--- src/hw/flc_defs.svh ---
`ifndef FLC_DEFS_SVH
`define FLC_DEFS_SVH
`define FLC_CMD_LOCK_SETUP 8'h60
`define FLC_CMD_OTP_SETUP 8'hC0
`define FLC_CMD_LOCK_CONFIRM 8'h01
`define FLC_CMD_LOCKDOWN_CONFIRM 8'h2F
`define FLC_CMD_SET_CONFIG_CONFIRM 8'h03
`define FLC_CMD_READ_ARRAY 8'hFF
`define FLC_CMD_READ_STATUS 8'h70
`define FLC_CMD_READ_SIGNATURE 8'h90
`define FLC_CMD_READ_QUERY 8'h98
`define FLC_CMD_PROGRAM_SETUP 8'h40
`define FLC_CMD_BUFFER_SETUP 8'hE8
`define FLC_CMD_CLEAR_STATUS 8'h50
`define FLC_NUM_BANKS 16
`define FLC_BANK_W 4
`define FLC_BLOCK_W 8
`define FLC_COUNT_W 5
`endif

--- src/hw/flc_pkg.sv ---
`default_nettype none
`include "flc_defs.svh"
package flc_pkg;
    typedef enum logic [1:0] {
        FLC_OUT_ARRAY,
        FLC_OUT_STATUS,
        FLC_OUT_SIGNATURE,
        FLC_OUT_QUERY
    } flc_out_t;
    typedef enum logic [1:0] {
        FLC_IN_DATA,
        FLC_IN_BLOCK_ADDR,
        FLC_IN_ILLEGAL
    } flc_kind_t;
    typedef struct packed {
        logic valid;
        logic [7:0] code;
        logic [`FLC_BANK_W-1:0] bank;
        logic [`FLC_BLOCK_W-1:0] block;
        flc_kind_t kind;
    } flc_cmd_t;
endpackage
`default_nettype wire

--- src/hw/flc_bank_mode.sv ---
`default_nettype none
`include "flc_defs.svh"
module flc_bank_mode #(
    parameter int NUM_BANKS = `FLC_NUM_BANKS
) (
    input wire logic ref_clk,
    input wire logic reset,
    input wire logic set_valid,
    input wire logic [`FLC_BANK_W-1:0] set_bank,
    input wire flc_pkg::flc_out_t set_mode,
    input wire logic [`FLC_BANK_W-1:0] read_bank,
    output var flc_pkg::flc_out_t read_mode
);
    import flc_pkg::*;
    flc_out_t mode_reg [NUM_BANKS];
    flc_out_t mode_next [NUM_BANKS];
    flc_out_t read_next;

    always_comb begin
        for (int i = 0; i < NUM_BANKS; i++) begin
            mode_next[i] = mode_reg[i];
            if (set_valid && set_bank == i[`FLC_BANK_W-1:0]) begin
                mode_next[i] = set_mode;
            end
        end
        read_next = mode_reg[read_bank];
    end

    always_ff @(posedge ref_clk) begin
        for (int i = 0; i < NUM_BANKS; i++) begin
            if (reset) begin
                mode_reg[i] <= FLC_OUT_ARRAY;
            end else begin
                mode_reg[i] <= mode_next[i];
            end
        end
        if (reset) begin
            read_mode <= FLC_OUT_ARRAY;
        end else begin
            read_mode <= read_next;
        end
    end
endmodule
`default_nettype wire

--- src/hw/flc_command_state.sv ---
`default_nettype none
`include "flc_defs.svh"
// Function
// - Every bank keeps its own output state chosen by its last command.
// - The output state applies only when the read bank matches the command bank.
// - A bank's output state changes only on a command to that bank.
// - After reset every bank shows array data.
// - Array read to a busy bank gives undefined data.
// - With the controller active, both cycles of an illegal command are ignored.
// - Ready takes 60h to lock setup, C0h to OTP setup, 40h to program setup, E8h to buffer setup, else stays ready.
// - Buffer program fails if a loaded word hits another block, and always fails on the confirm cycle.
module flc_command_state (
    input wire logic ref_clk,
    input wire logic reset,
    input wire flc_pkg::flc_cmd_t cmd,
    input wire logic op_done,
    input wire logic [`FLC_BANK_W-1:0] read_bank,
    output logic controller_active,
    output logic op_start,
    output logic lock_error,
    output logic program_error,
    output logic read_undefined,
    output var flc_pkg::flc_out_t read_mode
);
    import flc_pkg::*;
    typedef enum {
        ST_READY, ST_LOCK_SETUP, ST_OTP_SETUP, ST_OTP_BUSY, ST_PROG_SETUP, ST_PROG_BUSY,
        ST_BUF_SETUP, ST_BUF_LOAD1, ST_BUF_LOAD2, ST_BUF_CONFIRM, ST_BUF_BUSY
    } flc_state_t;
    flc_state_t state_reg, state_next;
    logic [`FLC_COUNT_W-1:0] count_reg, count_next;
    logic [`FLC_BLOCK_W-1:0] block_reg, block_next;
    logic [`FLC_BANK_W-1:0] busy_bank_reg, busy_bank_next;
    logic mismatch_reg, mismatch_next;
    logic active_next, start_next, lock_err_next, prog_err_next, undef_next;
    logic mode_set;
    flc_out_t mode_val;

    function automatic logic is_busy(input flc_state_t s);
        return s == ST_OTP_BUSY || s == ST_PROG_BUSY || s == ST_BUF_BUSY;
    endfunction

    always_comb begin
        state_next = state_reg;
        count_next = count_reg;
        block_next = block_reg;
        busy_bank_next = busy_bank_reg;
        mismatch_next = mismatch_reg;
        start_next = 1'b0;
        lock_err_next = lock_error;
        prog_err_next = program_error;
        mode_set = 1'b0;
        mode_val = FLC_OUT_STATUS;
        if (is_busy(state_reg) && op_done) begin
            state_next = ST_READY;
        end else if (cmd.valid) begin
            mode_set = 1'b1;
            unique case (state_reg)
                ST_READY: begin
                    if (cmd.kind != FLC_IN_DATA) begin
                        mode_set = 1'b0;
                    end else if (cmd.code == `FLC_CMD_LOCK_SETUP) begin
                        state_next = ST_LOCK_SETUP;
                    end else if (cmd.code == `FLC_CMD_OTP_SETUP) begin
                        state_next = ST_OTP_SETUP;
                    end else if (cmd.code == `FLC_CMD_PROGRAM_SETUP) begin
                        state_next = ST_PROG_SETUP;
                    end else if (cmd.code == `FLC_CMD_BUFFER_SETUP) begin
                        state_next = ST_BUF_SETUP;
                    end else if (cmd.code == `FLC_CMD_READ_ARRAY) begin
                        mode_val = FLC_OUT_ARRAY;
                    end else if (cmd.code == `FLC_CMD_READ_SIGNATURE) begin
                        mode_val = FLC_OUT_SIGNATURE;
                    end else if (cmd.code == `FLC_CMD_READ_QUERY) begin
                        mode_val = FLC_OUT_QUERY;
                    end else if (cmd.code == `FLC_CMD_CLEAR_STATUS) begin
                        lock_err_next = 1'b0;
                        prog_err_next = 1'b0;
                    end else if (cmd.code != `FLC_CMD_READ_STATUS) begin
                        mode_set = 1'b0;
                    end
                end
                ST_LOCK_SETUP: begin
                    state_next = ST_READY;
                    if (cmd.kind != FLC_IN_DATA || !(cmd.code == `FLC_CMD_LOCK_CONFIRM ||
                        cmd.code == `FLC_CMD_LOCKDOWN_CONFIRM || cmd.code == `FLC_CMD_SET_CONFIG_CONFIRM)) begin
                        lock_err_next = 1'b1;
                    end
                end
                ST_OTP_SETUP, ST_PROG_SETUP: begin
                    state_next = (state_reg == ST_OTP_SETUP) ? ST_OTP_BUSY : ST_PROG_BUSY;
                    busy_bank_next = cmd.bank;
                    start_next = 1'b1;
                end
                ST_BUF_SETUP: begin
                    count_next = cmd.code[`FLC_COUNT_W-1:0];
                    block_next = cmd.block;
                    mismatch_next = 1'b0;
                    state_next = ST_BUF_LOAD1;
                end
                ST_BUF_LOAD1: begin
                    if (cmd.kind == FLC_IN_BLOCK_ADDR) begin
                        state_next = ST_READY;
                    end else begin
                        mismatch_next = cmd.block != block_reg;
                        // The stray word fails the program at once, so the host sees it before confirming.
                        if (cmd.block != block_reg) begin
                            prog_err_next = 1'b1;
                        end
                        state_next = (count_reg == '0) ? ST_BUF_CONFIRM : ST_BUF_LOAD2;
                    end
                end
                ST_BUF_LOAD2: begin
                    count_next = count_reg - 1'b1;
                    if (cmd.block != block_reg) begin
                        mismatch_next = 1'b1;
                        prog_err_next = 1'b1;
                    end
                    if (count_reg == `FLC_COUNT_W'(1)) begin
                        state_next = ST_BUF_CONFIRM;
                    end
                end
                ST_BUF_CONFIRM: begin
                    state_next = ST_READY;
                    prog_err_next = 1'b1;
                end
                ST_OTP_BUSY, ST_PROG_BUSY, ST_BUF_BUSY: begin
                    if (cmd.kind == FLC_IN_ILLEGAL) begin
                        mode_set = 1'b0;
                    end else if (cmd.code == `FLC_CMD_READ_ARRAY) begin
                        mode_val = FLC_OUT_ARRAY;
                    end else if (cmd.code != `FLC_CMD_READ_STATUS) begin
                        mode_set = 1'b0;
                    end
                end
            endcase
        end
        if (state_reg == ST_BUF_CONFIRM && cmd.valid && mismatch_reg) begin
            prog_err_next = 1'b1;
        end
        active_next = is_busy(state_next);
        undef_next = active_next && read_bank == busy_bank_next;
    end

    always_ff @(posedge ref_clk) begin
        if (reset) begin
            state_reg <= ST_READY;
            count_reg <= '0;
            block_reg <= '0;
            busy_bank_reg <= '0;
            mismatch_reg <= 1'b0;
            controller_active <= 1'b0;
            op_start <= 1'b0;
            lock_error <= 1'b0;
            program_error <= 1'b0;
            read_undefined <= 1'b0;
        end else begin
            state_reg <= state_next;
            count_reg <= count_next;
            block_reg <= block_next;
            busy_bank_reg <= busy_bank_next;
            mismatch_reg <= mismatch_next;
            controller_active <= active_next;
            op_start <= start_next;
            lock_error <= lock_err_next;
            program_error <= prog_err_next;
            read_undefined <= undef_next;
        end
    end

    flc_bank_mode u_bank_mode (
        .ref_clk(ref_clk),
        .reset(reset),
        .set_valid(mode_set),
        .set_bank(cmd.bank),
        .set_mode(mode_val),
        .read_bank(read_bank),
        .read_mode(read_mode)
    );
endmodule
`default_nettype wire

--- config.mk ---
export PLATFORM = sky130hd
export DESIGN_NAME = flc_command_state
export DESIGN_NICKNAME = d
export VERILOG_FILES = /design/src/hw/flc_pkg.sv /design/src/hw/flc_bank_mode.sv /design/src/hw/flc_command_state.sv
export VERILOG_INCLUDE_DIRS = /design/src /design/src/hw
export SDC_FILE = /design/constraint.sdc
export NUM_CORES = 1
export LEC_CHECK = 0
export ABC_AREA = 0
export BUFFER_PORTS_ARGS = -buffer_cell sky130_fd_sc_hd__buf_2
export CAP_MARGIN = 20
export CORE_ASPECT_RATIO = 1.5
export CORE_MARGIN = 8
export CORE_UTILIZATION = 55
export DETAILED_ROUTE_END_ITERATION = 16
export GPL_TIMING_DRIVEN = 0
export PLACE_DENSITY = 0.85
export SLEW_MARGIN = 10
export SYNTH_ARGS = -nofsm -noshare
export SYNTH_HDL_FRONTEND = slang
export SYNTH_SLANG_ARGS = --single-unit
export TNS_END_PERCENT = 30
--- constraint.sdc ---
create_clock -name ref_clk -period 3.3 [get_ports ref_clk]
set_input_delay 0.33 -clock ref_clk [delete_from_list [all_inputs] [get_ports ref_clk]]
set_output_delay 0.33 -clock ref_clk [all_outputs]
set_load 0.005 [all_outputs]
==> metrics.txt, run 1 <==
# TYPE chip_impl_metric gauge
chip_impl_metric{name="maxSlewHeadroom",unit=""} 0.3926
chip_impl_metric{name="report.final.setup_viol",unit=""} 0
chip_impl_metric{name="synthesis.area_per_instance",unit="um^2"} 9.490
chip_impl_metric{name="asyncSetResetFlopFracSynth",unit=""} 0
chip_impl_metric{name="clk_transition_reported_paths",unit="ns"} 0.06
chip_impl_info{name="hold_wc_path_type",value="in -> reg"} 1
chip_impl_metric{name="cts_htree_levels",unit=""} 3
chip_impl_metric{name="post_layout_nonfiller_instances",unit=""} 617
chip_impl_info{name="commonest_register_cell_after_synthesis",value="sky130_fd_sc_hd__dfxtp_1"} 1
chip_impl_info{name="synth_largest_area_cell",value="sky130_fd_sc_hd__dfxtp_1"} 1
chip_impl_metric{name="design_area",unit="mm^2"} 0.005019
chip_impl_metric{name="drt-total-wl",unit="um"} 11330
chip_impl_metric{name="yosys_cell_types",unit=""} 61
chip_impl_info{name="regToRegStartpoint",value="state_reg[7]"} 1
chip_impl_metric{name="synth_enable_flop_cells",unit=""} 32
chip_impl_metric{name="diodes",unit=""} 0
chip_impl_info{name="timing.rr.end",value="u_bank_mode.mode_reg[12][1]"} 1
chip_impl_metric{name="fin_skew",unit="ns"} 0.01266
chip_impl_metric{name="synth_warnings",unit=""} 0
chip_impl_metric{name="met1Wirelength",unit="um"} 4237
chip_impl_metric{name="ys_ff_latch",unit=""} 88
chip_impl_metric{name="totalNegativeSetupSlack",unit="ns"} 0
chip_impl_metric{name="die-width",unit="um"} 89.14
chip_impl_metric{name="synth_fp_nets",unit=""} 498
chip_impl_metric{name="synth_top_cell_area_share",unit=""} 0.2540
chip_impl_info{name="highest_layer",value="met4"} 1
chip_impl_metric{name="r2r.worst_path.cells",unit=""} 7
chip_impl_metric{name="grt_antenna_before_repair",unit=""} 0
chip_impl_metric{name="port_buffers",unit=""} 31
chip_impl_metric{name="grt_pass1_vias",unit=""} 3839
chip_impl_metric{name="cap_viol_max_count",unit=""} 0
chip_impl_metric{name="dieHeight",unit="um"} 125.7
chip_impl_info{name="synth_top_cells_by_count",value="61 x sky130_fd_sc_hd__nor2_1, 56 x sky130_fd_sc_hd__dfxtp_1, 40 x sky130_fd_sc_hd__nand2_1"} 1
chip_impl_metric{name="post_cts.repair.setup_buffers",unit=""} 0
chip_impl_metric{name="floorplan.rows",unit=""} 40
chip_impl_info{name="worst-setup-path-type",value="reg -> reg"} 1
chip_impl_info{name="root_buffer",value="sky130_fd_sc_hd__clkbuf_16"} 1
chip_impl_metric{name="area_growth",unit="%"} 13.72
chip_impl_metric{name="drc_errors",unit=""} 0
chip_impl_metric{name="timing.hold.worst_path_depth",unit=""} 3
chip_impl_metric{name="cts-resized-gates",unit=""} 0
chip_impl_metric{name="met3_length",unit="um"} 670
chip_impl_info{name="yosysMostFrequentCell",value="sky130_fd_sc_hd__nor2_1"} 1
chip_impl_metric{name="grt_max_degree",unit=""} 16
chip_impl_metric{name="grt.overflow.total",unit=""} 0
chip_impl_metric{name="postCtsHoldBufs",unit=""} 0
chip_impl_metric{name="cts_sinks",unit=""} 88
chip_impl_metric{name="timing_worst_slew_pin_value",unit="ns"} 0.9028
chip_impl_metric{name="globalRouteTotalUtil",unit=""} 0.2135
chip_impl_metric{name="timing.final.max_slew_violations",unit=""} 0
chip_impl_metric{name="timing.critical_path.required",unit="ns"} 3.49
chip_impl_metric{name="post-route-period-util",unit=""} 0.9227
chip_impl_metric{name="final_net_count",unit=""} 540
chip_impl_info{name="category_of_the_worst_setup_path_capture_point",value="register"} 1
chip_impl_metric{name="critical_path_arrival",unit="ns"} 3.23
chip_impl_metric{name="floorplan.initialDensity",unit=""} 0.5581
chip_impl_metric{name="tritoncts.num_buffers",unit=""} 9
chip_impl_metric{name="ir_drop",unit="mV"} 0.4588
chip_impl_metric{name="avgRoutedWirePerCell",unit="um"} 18.36
chip_impl_metric{name="regToRegSetupSlack",unit="ns"} 0.26
chip_impl_metric{name="drive_gt1_frac",unit=""} 0.1426
chip_impl_metric{name="ys_seq_area_frac",unit=""} 0.4718
chip_impl_info{name="worstHoldStart",value="cmd[7]"} 1
chip_impl_metric{name="worstPathMaxFanout",unit=""} 10
chip_impl_metric{name="max-clock-path-buffers",unit=""} 2
chip_impl_metric{name="final_gp_congestion",unit=""} 0.9665
chip_impl_info{name="rsz_0062_raised_after_global_routing",value="false"} 1
chip_impl_info{name="cts_tree",value="yes"} 1
chip_impl_metric{name="floorplan.core_area",unit="mm^2"} 0.007908
chip_impl_metric{name="detailed_placer_s_ending_hpwl",unit="um"} 8353
chip_impl_metric{name="post-place-cells",unit=""} 601
chip_impl_info{name="critical_path.startpoint_type",value="register"} 1
chip_impl_metric{name="initialDrtViolationCount",unit=""} 451
chip_impl_metric{name="p_per_area",unit="mW/mm^2"} 500.9
chip_impl_metric{name="vias",unit=""} 3810
chip_impl_info{name="synth.top_cells.by_area",value="sky130_fd_sc_hd__dfxtp_1 25%, sky130_fd_sc_hd__edfxtp_1 22%, sky130_fd_sc_hd__nor2_1 5.2%"} 1
chip_impl_metric{name="clkLatencyLatePin",unit="ns"} 0.35
chip_impl_metric{name="placement.cell_area",unit="mm^2"} 0.004700
chip_impl_info{name="min_delay_worst_endpoint",value="block_reg[5]"} 1
chip_impl_metric{name="timing.final.crit_period",unit="ns"} 3.045
chip_impl_metric{name="drt.antenna.violating_nets",unit=""} 0
chip_impl_info{name="outcome",value="finished clean"} 1
chip_impl_metric{name="grt_first_pass_wirelength",unit="um"} 18400
chip_impl_metric{name="fp.dieArea",unit="mm^2"} 0.01120
chip_impl_metric{name="max_freq",unit="MHz"} 328.4
chip_impl_metric{name="netlist_area",unit="mm^2"} 0.004413
chip_impl_metric{name="total_leakage_power",unit="nW"} 1.968
chip_impl_metric{name="detail_route.first_pass.iterations",unit=""} 6
chip_impl_metric{name="post_synthesis_cells",unit=""} 465
chip_impl_metric{name="met2_wire_len",unit="um"} 5916
chip_impl_metric{name="endpoints_failing_hold",unit=""} 0
chip_impl_metric{name="top_level_ports",unit=""} 37
chip_impl_metric{name="via_per_inst",unit=""} 6.175
## kinds of logic (layout without fill, tap and decap cells)
logic type	Yosys count	count (layout)	share of synthesized area
xor+xnor	14	14	0.02779
mux	15	15	0.06238
simple gates	221	221	0.2586
buf+inv	38	85	0.03544
flops	88	88	0.4718
compound gates	86	86	0.1355
fa+ha+maj	3	3	0.008507
## layout by cell type (no fill, tap or decap), drive strengths merged, types with 4 or more instances in the layout
| master | synthesis | routed |
|---|---|---|
| nand4 | 5 | 5 |
| a21o | 16 | 16 |
| nor2 | 63 | 63 |
| nor4 | 11 | 11 |
| o21ai | 14 | 14 |
| nand3 | 17 | 17 |
| nand3b | 4 | 4 |
| and3 | 5 | 5 |
| xor2 | 12 | 12 |
| a21oi | 19 | 19 |
| nor3 | 18 | 18 |
| buf | 8 | 39 |
| o22ai | 5 | 5 |
| nor2b | 34 | 34 |
| clkbuf | 20 | 30 |
| nand2 | 40 | 40 |
| nand2b | 4 | 4 |
| mux4 | 10 | 10 |
| edfxtp | 32 | 32 |
| mux2i | 5 | 5 |
| dfxtp | 56 | 56 |
| a211oi | 5 | 5 |
| inv | 10 | 12 |
## report_power, final
part	internal (mW)	switching (mW)	total [mW]	leakage (nW)
clock	0.666	0.427	1.09	0.150
combinational	0.0977	0.167	0.264	1.04
sequential	1.15	0.00915	1.16	0.783
## final cells by class
class | count | area (um^2)
clock inverters | 6 | 90.09
well taps | 105 | 131.4
clock buffers | 10 | 229.0
flip-flops and latches | 88 | 2082
inverters | 10 | 37.54
repair buffers | 31 | 155.1
plain buffers | 28 | 118.9
fillers | 693 | 2889
multi-input cells | 339 | 2175
## critical path: stages, from the launching register on
cell	delay, ns
sky130_fd_sc_hd__dfxtp_1	0.32
sky130_fd_sc_hd__nor4_1	0.42
sky130_fd_sc_hd__nand4_1	0.35
sky130_fd_sc_hd__nor2_4	0.31
sky130_fd_sc_hd__nand3_1	0.18
sky130_fd_sc_hd__nor4_1	0.73
sky130_fd_sc_hd__nand3_1	0.33
sky130_fd_sc_hd__nor2_1	0.24
## stage by stage
| stage | hold WS [ns] | utilization | setup slack [ns] | total power, mW |
|---|---|---|---|---|
| global placement | 0.4519 | 0.5943 | 0.3559 | 1.427 |
| global route | 0.2504 | 0.6347 | 0.02651 | 2.586 |
| detailed placement | 0.4599 | 0.5943 | 0.3320 | 1.436 |
| finish | 0.2389 | 0.6347 | 0.2552 | 2.514 |
| floorplan | 0.4385 | - | 0.8922 | 1.352 |
| CTS | 0.2346 | 0.6347 | 0.2897 | 2.518 |
## metal layers
layer | vias up | GRT usage
li1 | 1766 | -
met1 | 1802 | 0.2243
met2 | 189 | 0.3636
met3 | 53 | 0.05599
met4 | 0 | 0.1299
met5 | - | 0
## worst max path at each step
stage,startpoint,endpoint,slack (ns)
2_1_floorplan,cmd[14],read_undefined,0.89
5_1_grt,state_reg[17],u_bank_mode.mode_reg[12][1],0.03
3_3_place_gp,cmd[14],u_bank_mode.mode_reg[12][0],0.36
4_1_cts,state_reg[9],u_bank_mode.mode_reg[12][1],0.29
3_5_place_dp,cmd[14],read_undefined,0.33
6_report,state_reg[7],u_bank_mode.mode_reg[12][1],0.26
(Power assumes the default switching activity.)
==> run 2: changes to the inputs <==
- BUFFER_PORTS_ARGS: -buffer_cell sky130_fd_sc_hd__buf_2 -> -buffer_cell sky130_fd_sc_hd__buf_4
==> metrics.txt, run 2 (synthesized netlist as in run 1, its figures left out) <==
# TYPE chip_impl_metric gauge
chip_impl_metric{name="drc_errors",unit=""} 0
chip_impl_metric{name="grt_max_degree",unit=""} 16
chip_impl_metric{name="cts_sinks",unit=""} 88
chip_impl_metric{name="max_freq",unit="MHz"} 334.1
chip_impl_metric{name="power.sequential.fraction",unit=""} 0.485
chip_impl_metric{name="p_int",unit="mW"} 1.788
chip_impl_metric{name="timing_worst_slew_pin_value",unit="ns"} 0.9430
chip_impl_metric{name="cap_viol_max_count",unit=""} 0
chip_impl_metric{name="critical_path_arrival",unit="ns"} 3.25
chip_impl_metric{name="grt.overflow.total",unit=""} 0
chip_impl_metric{name="power.combinational.fraction",unit=""} 0.115
chip_impl_info{name="critical_path.startpoint_type",value="register"} 1
chip_impl_info{name="critical_path.cell_chain",value="nor4_1 > nand4_1 > nor2_4 > nand3_1 > o31a_1 > or4b_4 > a211oi_2"} 1
chip_impl_metric{name="die-width",unit="um"} 89.14
chip_impl_metric{name="timing.hold.worst_path_depth",unit=""} 3
chip_impl_metric{name="total_of_fill_cells_in_the_finished_design",unit=""} 686
chip_impl_metric{name="clk_transition_reported_paths",unit="ns"} 0.06
chip_impl_metric{name="grt_pass1_vias",unit=""} 3739
chip_impl_info{name="category_of_the_worst_setup_path_capture_point",value="register"} 1
chip_impl_metric{name="dieHeight",unit="um"} 125.7
chip_impl_info{name="rsz_0062_raised_after_global_routing",value="false"} 1
chip_impl_metric{name="clkLatencyLatePin",unit="ns"} 0.34
chip_impl_metric{name="drive_gt1_frac",unit=""} 0.1448
chip_impl_metric{name="combined_area_of_the_multi_input_logic_cells",unit="mm^2"} 0.002181
chip_impl_metric{name="power.switching_fraction",unit=""} 0.2500
chip_impl_info{name="layout_commonest_cell",value="sky130_fd_sc_hd__nor2_1"} 1
chip_impl_metric{name="hold_ws",unit="ns"} 0.2457
chip_impl_metric{name="post-place-cells",unit=""} 601
chip_impl_metric{name="net_switching_power",unit="mW"} 0.5959
chip_impl_metric{name="total_leakage_power",unit="nW"} 1.975
chip_impl_info{name="worst-setup-path-type",value="reg -> reg"} 1
chip_impl_info{name="hold_wc_path_type",value="in -> reg"} 1
chip_impl_metric{name="top_level_ports",unit=""} 37
chip_impl_metric{name="drt-total-wl",unit="um"} 11140
chip_impl_info{name="commonest_cells_after_routing_fill_and_taps_aside",value="61 x sky130_fd_sc_hd__nor2_1, 56 x sky130_fd_sc_hd__dfxtp_1, 40 x sky130_fd_sc_hd__nand2_1"} 1
chip_impl_metric{name="final_core_utilization",unit=""} 0.6405
chip_impl_metric{name="p_clk_frac",unit=""} 0.400
chip_impl_metric{name="floorplan.initialDensity",unit=""} 0.5581
chip_impl_metric{name="report.final.setup_viol",unit=""} 0
chip_impl_info{name="crit_path_top_delay_cell",value="sky130_fd_sc_hd__or4b_4"} 1
chip_impl_metric{name="initialDrtViolationCount",unit=""} 361
chip_impl_metric{name="ir_drop",unit="mV"} 0.4320
chip_impl_metric{name="grt_first_pass_wirelength",unit="um"} 18490
chip_impl_metric{name="fp.dieArea",unit="mm^2"} 0.01120
chip_impl_metric{name="globalRouteTotalUtil",unit=""} 0.2139
chip_impl_metric{name="worstPathMaxFanout",unit=""} 10
chip_impl_metric{name="max-clock-path-buffers",unit=""} 2
chip_impl_info{name="cts_tree",value="yes"} 1
chip_impl_metric{name="totalNegativeSetupSlack",unit="ns"} 0
chip_impl_metric{name="cts_htree_levels",unit=""} 3
chip_impl_metric{name="vias",unit=""} 3773
chip_impl_metric{name="regToRegSetupSlack",unit="ns"} 0.31
chip_impl_metric{name="seqCellArea",unit="mm^2"} 0.002082
chip_impl_info{name="root_buffer",value="sky130_fd_sc_hd__clkbuf_16"} 1
chip_impl_metric{name="drt.antenna.violating_nets",unit=""} 0
chip_impl_metric{name="timing.critical_path.required",unit="ns"} 3.55
chip_impl_metric{name="final_net_count",unit=""} 540
chip_impl_metric{name="grt_antenna_before_repair",unit=""} 0
chip_impl_metric{name="post-route-period-util",unit=""} 0.9069
chip_impl_metric{name="diodes",unit=""} 0
chip_impl_metric{name="post_layout_nonfiller_instances",unit=""} 616
chip_impl_metric{name="cpPeakStageDelay",unit="ns"} 0.54
chip_impl_info{name="outcome",value="finished clean"} 1
chip_impl_metric{name="endpoints_failing_hold",unit=""} 0
chip_impl_metric{name="area_growth",unit="%"} 14.77
chip_impl_metric{name="p_per_area",unit="mW/mm^2"} 470.6
chip_impl_metric{name="maxSlewHeadroom",unit=""} 0.3665
chip_impl_metric{name="r2r.worst_path.cells",unit=""} 7
chip_impl_metric{name="port_buffers",unit=""} 31
chip_impl_metric{name="tritoncts.num_buffers",unit=""} 9
chip_impl_metric{name="via_per_inst",unit=""} 6.125
chip_impl_metric{name="avgRoutedWirePerCell",unit="um"} 18.08
chip_impl_metric{name="timing.final.max_slew_violations",unit=""} 0
chip_impl_metric{name="floorplan.core_area",unit="mm^2"} 0.007908
chip_impl_metric{name="timing.final.crit_period",unit="ns"} 2.993
chip_impl_metric{name="floorplan.rows",unit=""} 40
chip_impl_metric{name="detail_route.first_pass.iterations",unit=""} 5
chip_impl_metric{name="final_gp_congestion",unit=""} 0.9599
chip_impl_metric{name="detailed_placer_s_ending_hpwl",unit="um"} 8208
chip_impl_metric{name="fin_skew",unit="ns"} 0.006258
[run 2: per-stage QoR]
step / worst slack, ns / total power, mW / instance area, um^2
after floorplan: 0.8922 / 1.352 / 4413
after global placement: 0.3705 / 1.437 / 4777
after detailed placement: 0.3572 / 1.446 / 4777
after CTS: 0.2471 / 2.383 / 5059
after global routing: 0.1552 / 2.462 / 5065
final: 0.3071 / 2.384 / 5065
[run 2: per-layer routing]
layer,wire length (um),vias to the layer above,track usage,part of all wire
li1,-,1764,-,-
met5,0,-,0,0
met2,5948,188,0.3758,0.53
met3,749,44,0.05404,0.067
met4,430,0,0.1004,0.039
met1,4006,1777,0.2276,0.36
[run 2: power groups by stage]
stage | logic (mW) | clock network (mW) | registers [mW]
after global routing | 0.296 | 1.01 | 1.16
after floorplan | 0.175 | 0 | 1.18
final | 0.273 | 0.954 | 1.16
after CTS | 0.268 | 0.959 | 1.16
after detailed placement | 0.266 | 0 | 1.18
after global placement | 0.259 | 0 | 1.18
[run 2: area by class of cell]
type | instances | area share
Tap cell | 105 | 0.02594
Timing Repair Buffer | 31 | 0.04595
Clock buffer | 10 | 0.04718
Sequential cell | 88 | 0.4111
Inverter | 10 | 0.007411
Clock inverter | 5 | 0.008399
Buffer | 28 | 0.02347
Multi-Input combinational cell | 339 | 0.4306
[run 2: what timing repair did]
item                                   CTS  global route
setup buffers                            0             0
setup endpoints to repair                0             4
gates resized for setup                  0             1
endpoints found under the hold margin    0             0
hold buffers                             0             0
[run 2: final timing paths]
check / from / endpoint
min: cmd[7] / block_reg[5]
max: state_reg[17] / read_undefined
min reg2reg: state_reg[15] / state_reg[15]
max reg2reg: state_reg[17] / read_undefined
[run 2: critical path, delay by kind of cell (launching register included)]
family / cells / cell delay (ns)
flops: 1 / 0.31
simple gates: 5 / 1.95
compound gates: 2 / 0.66
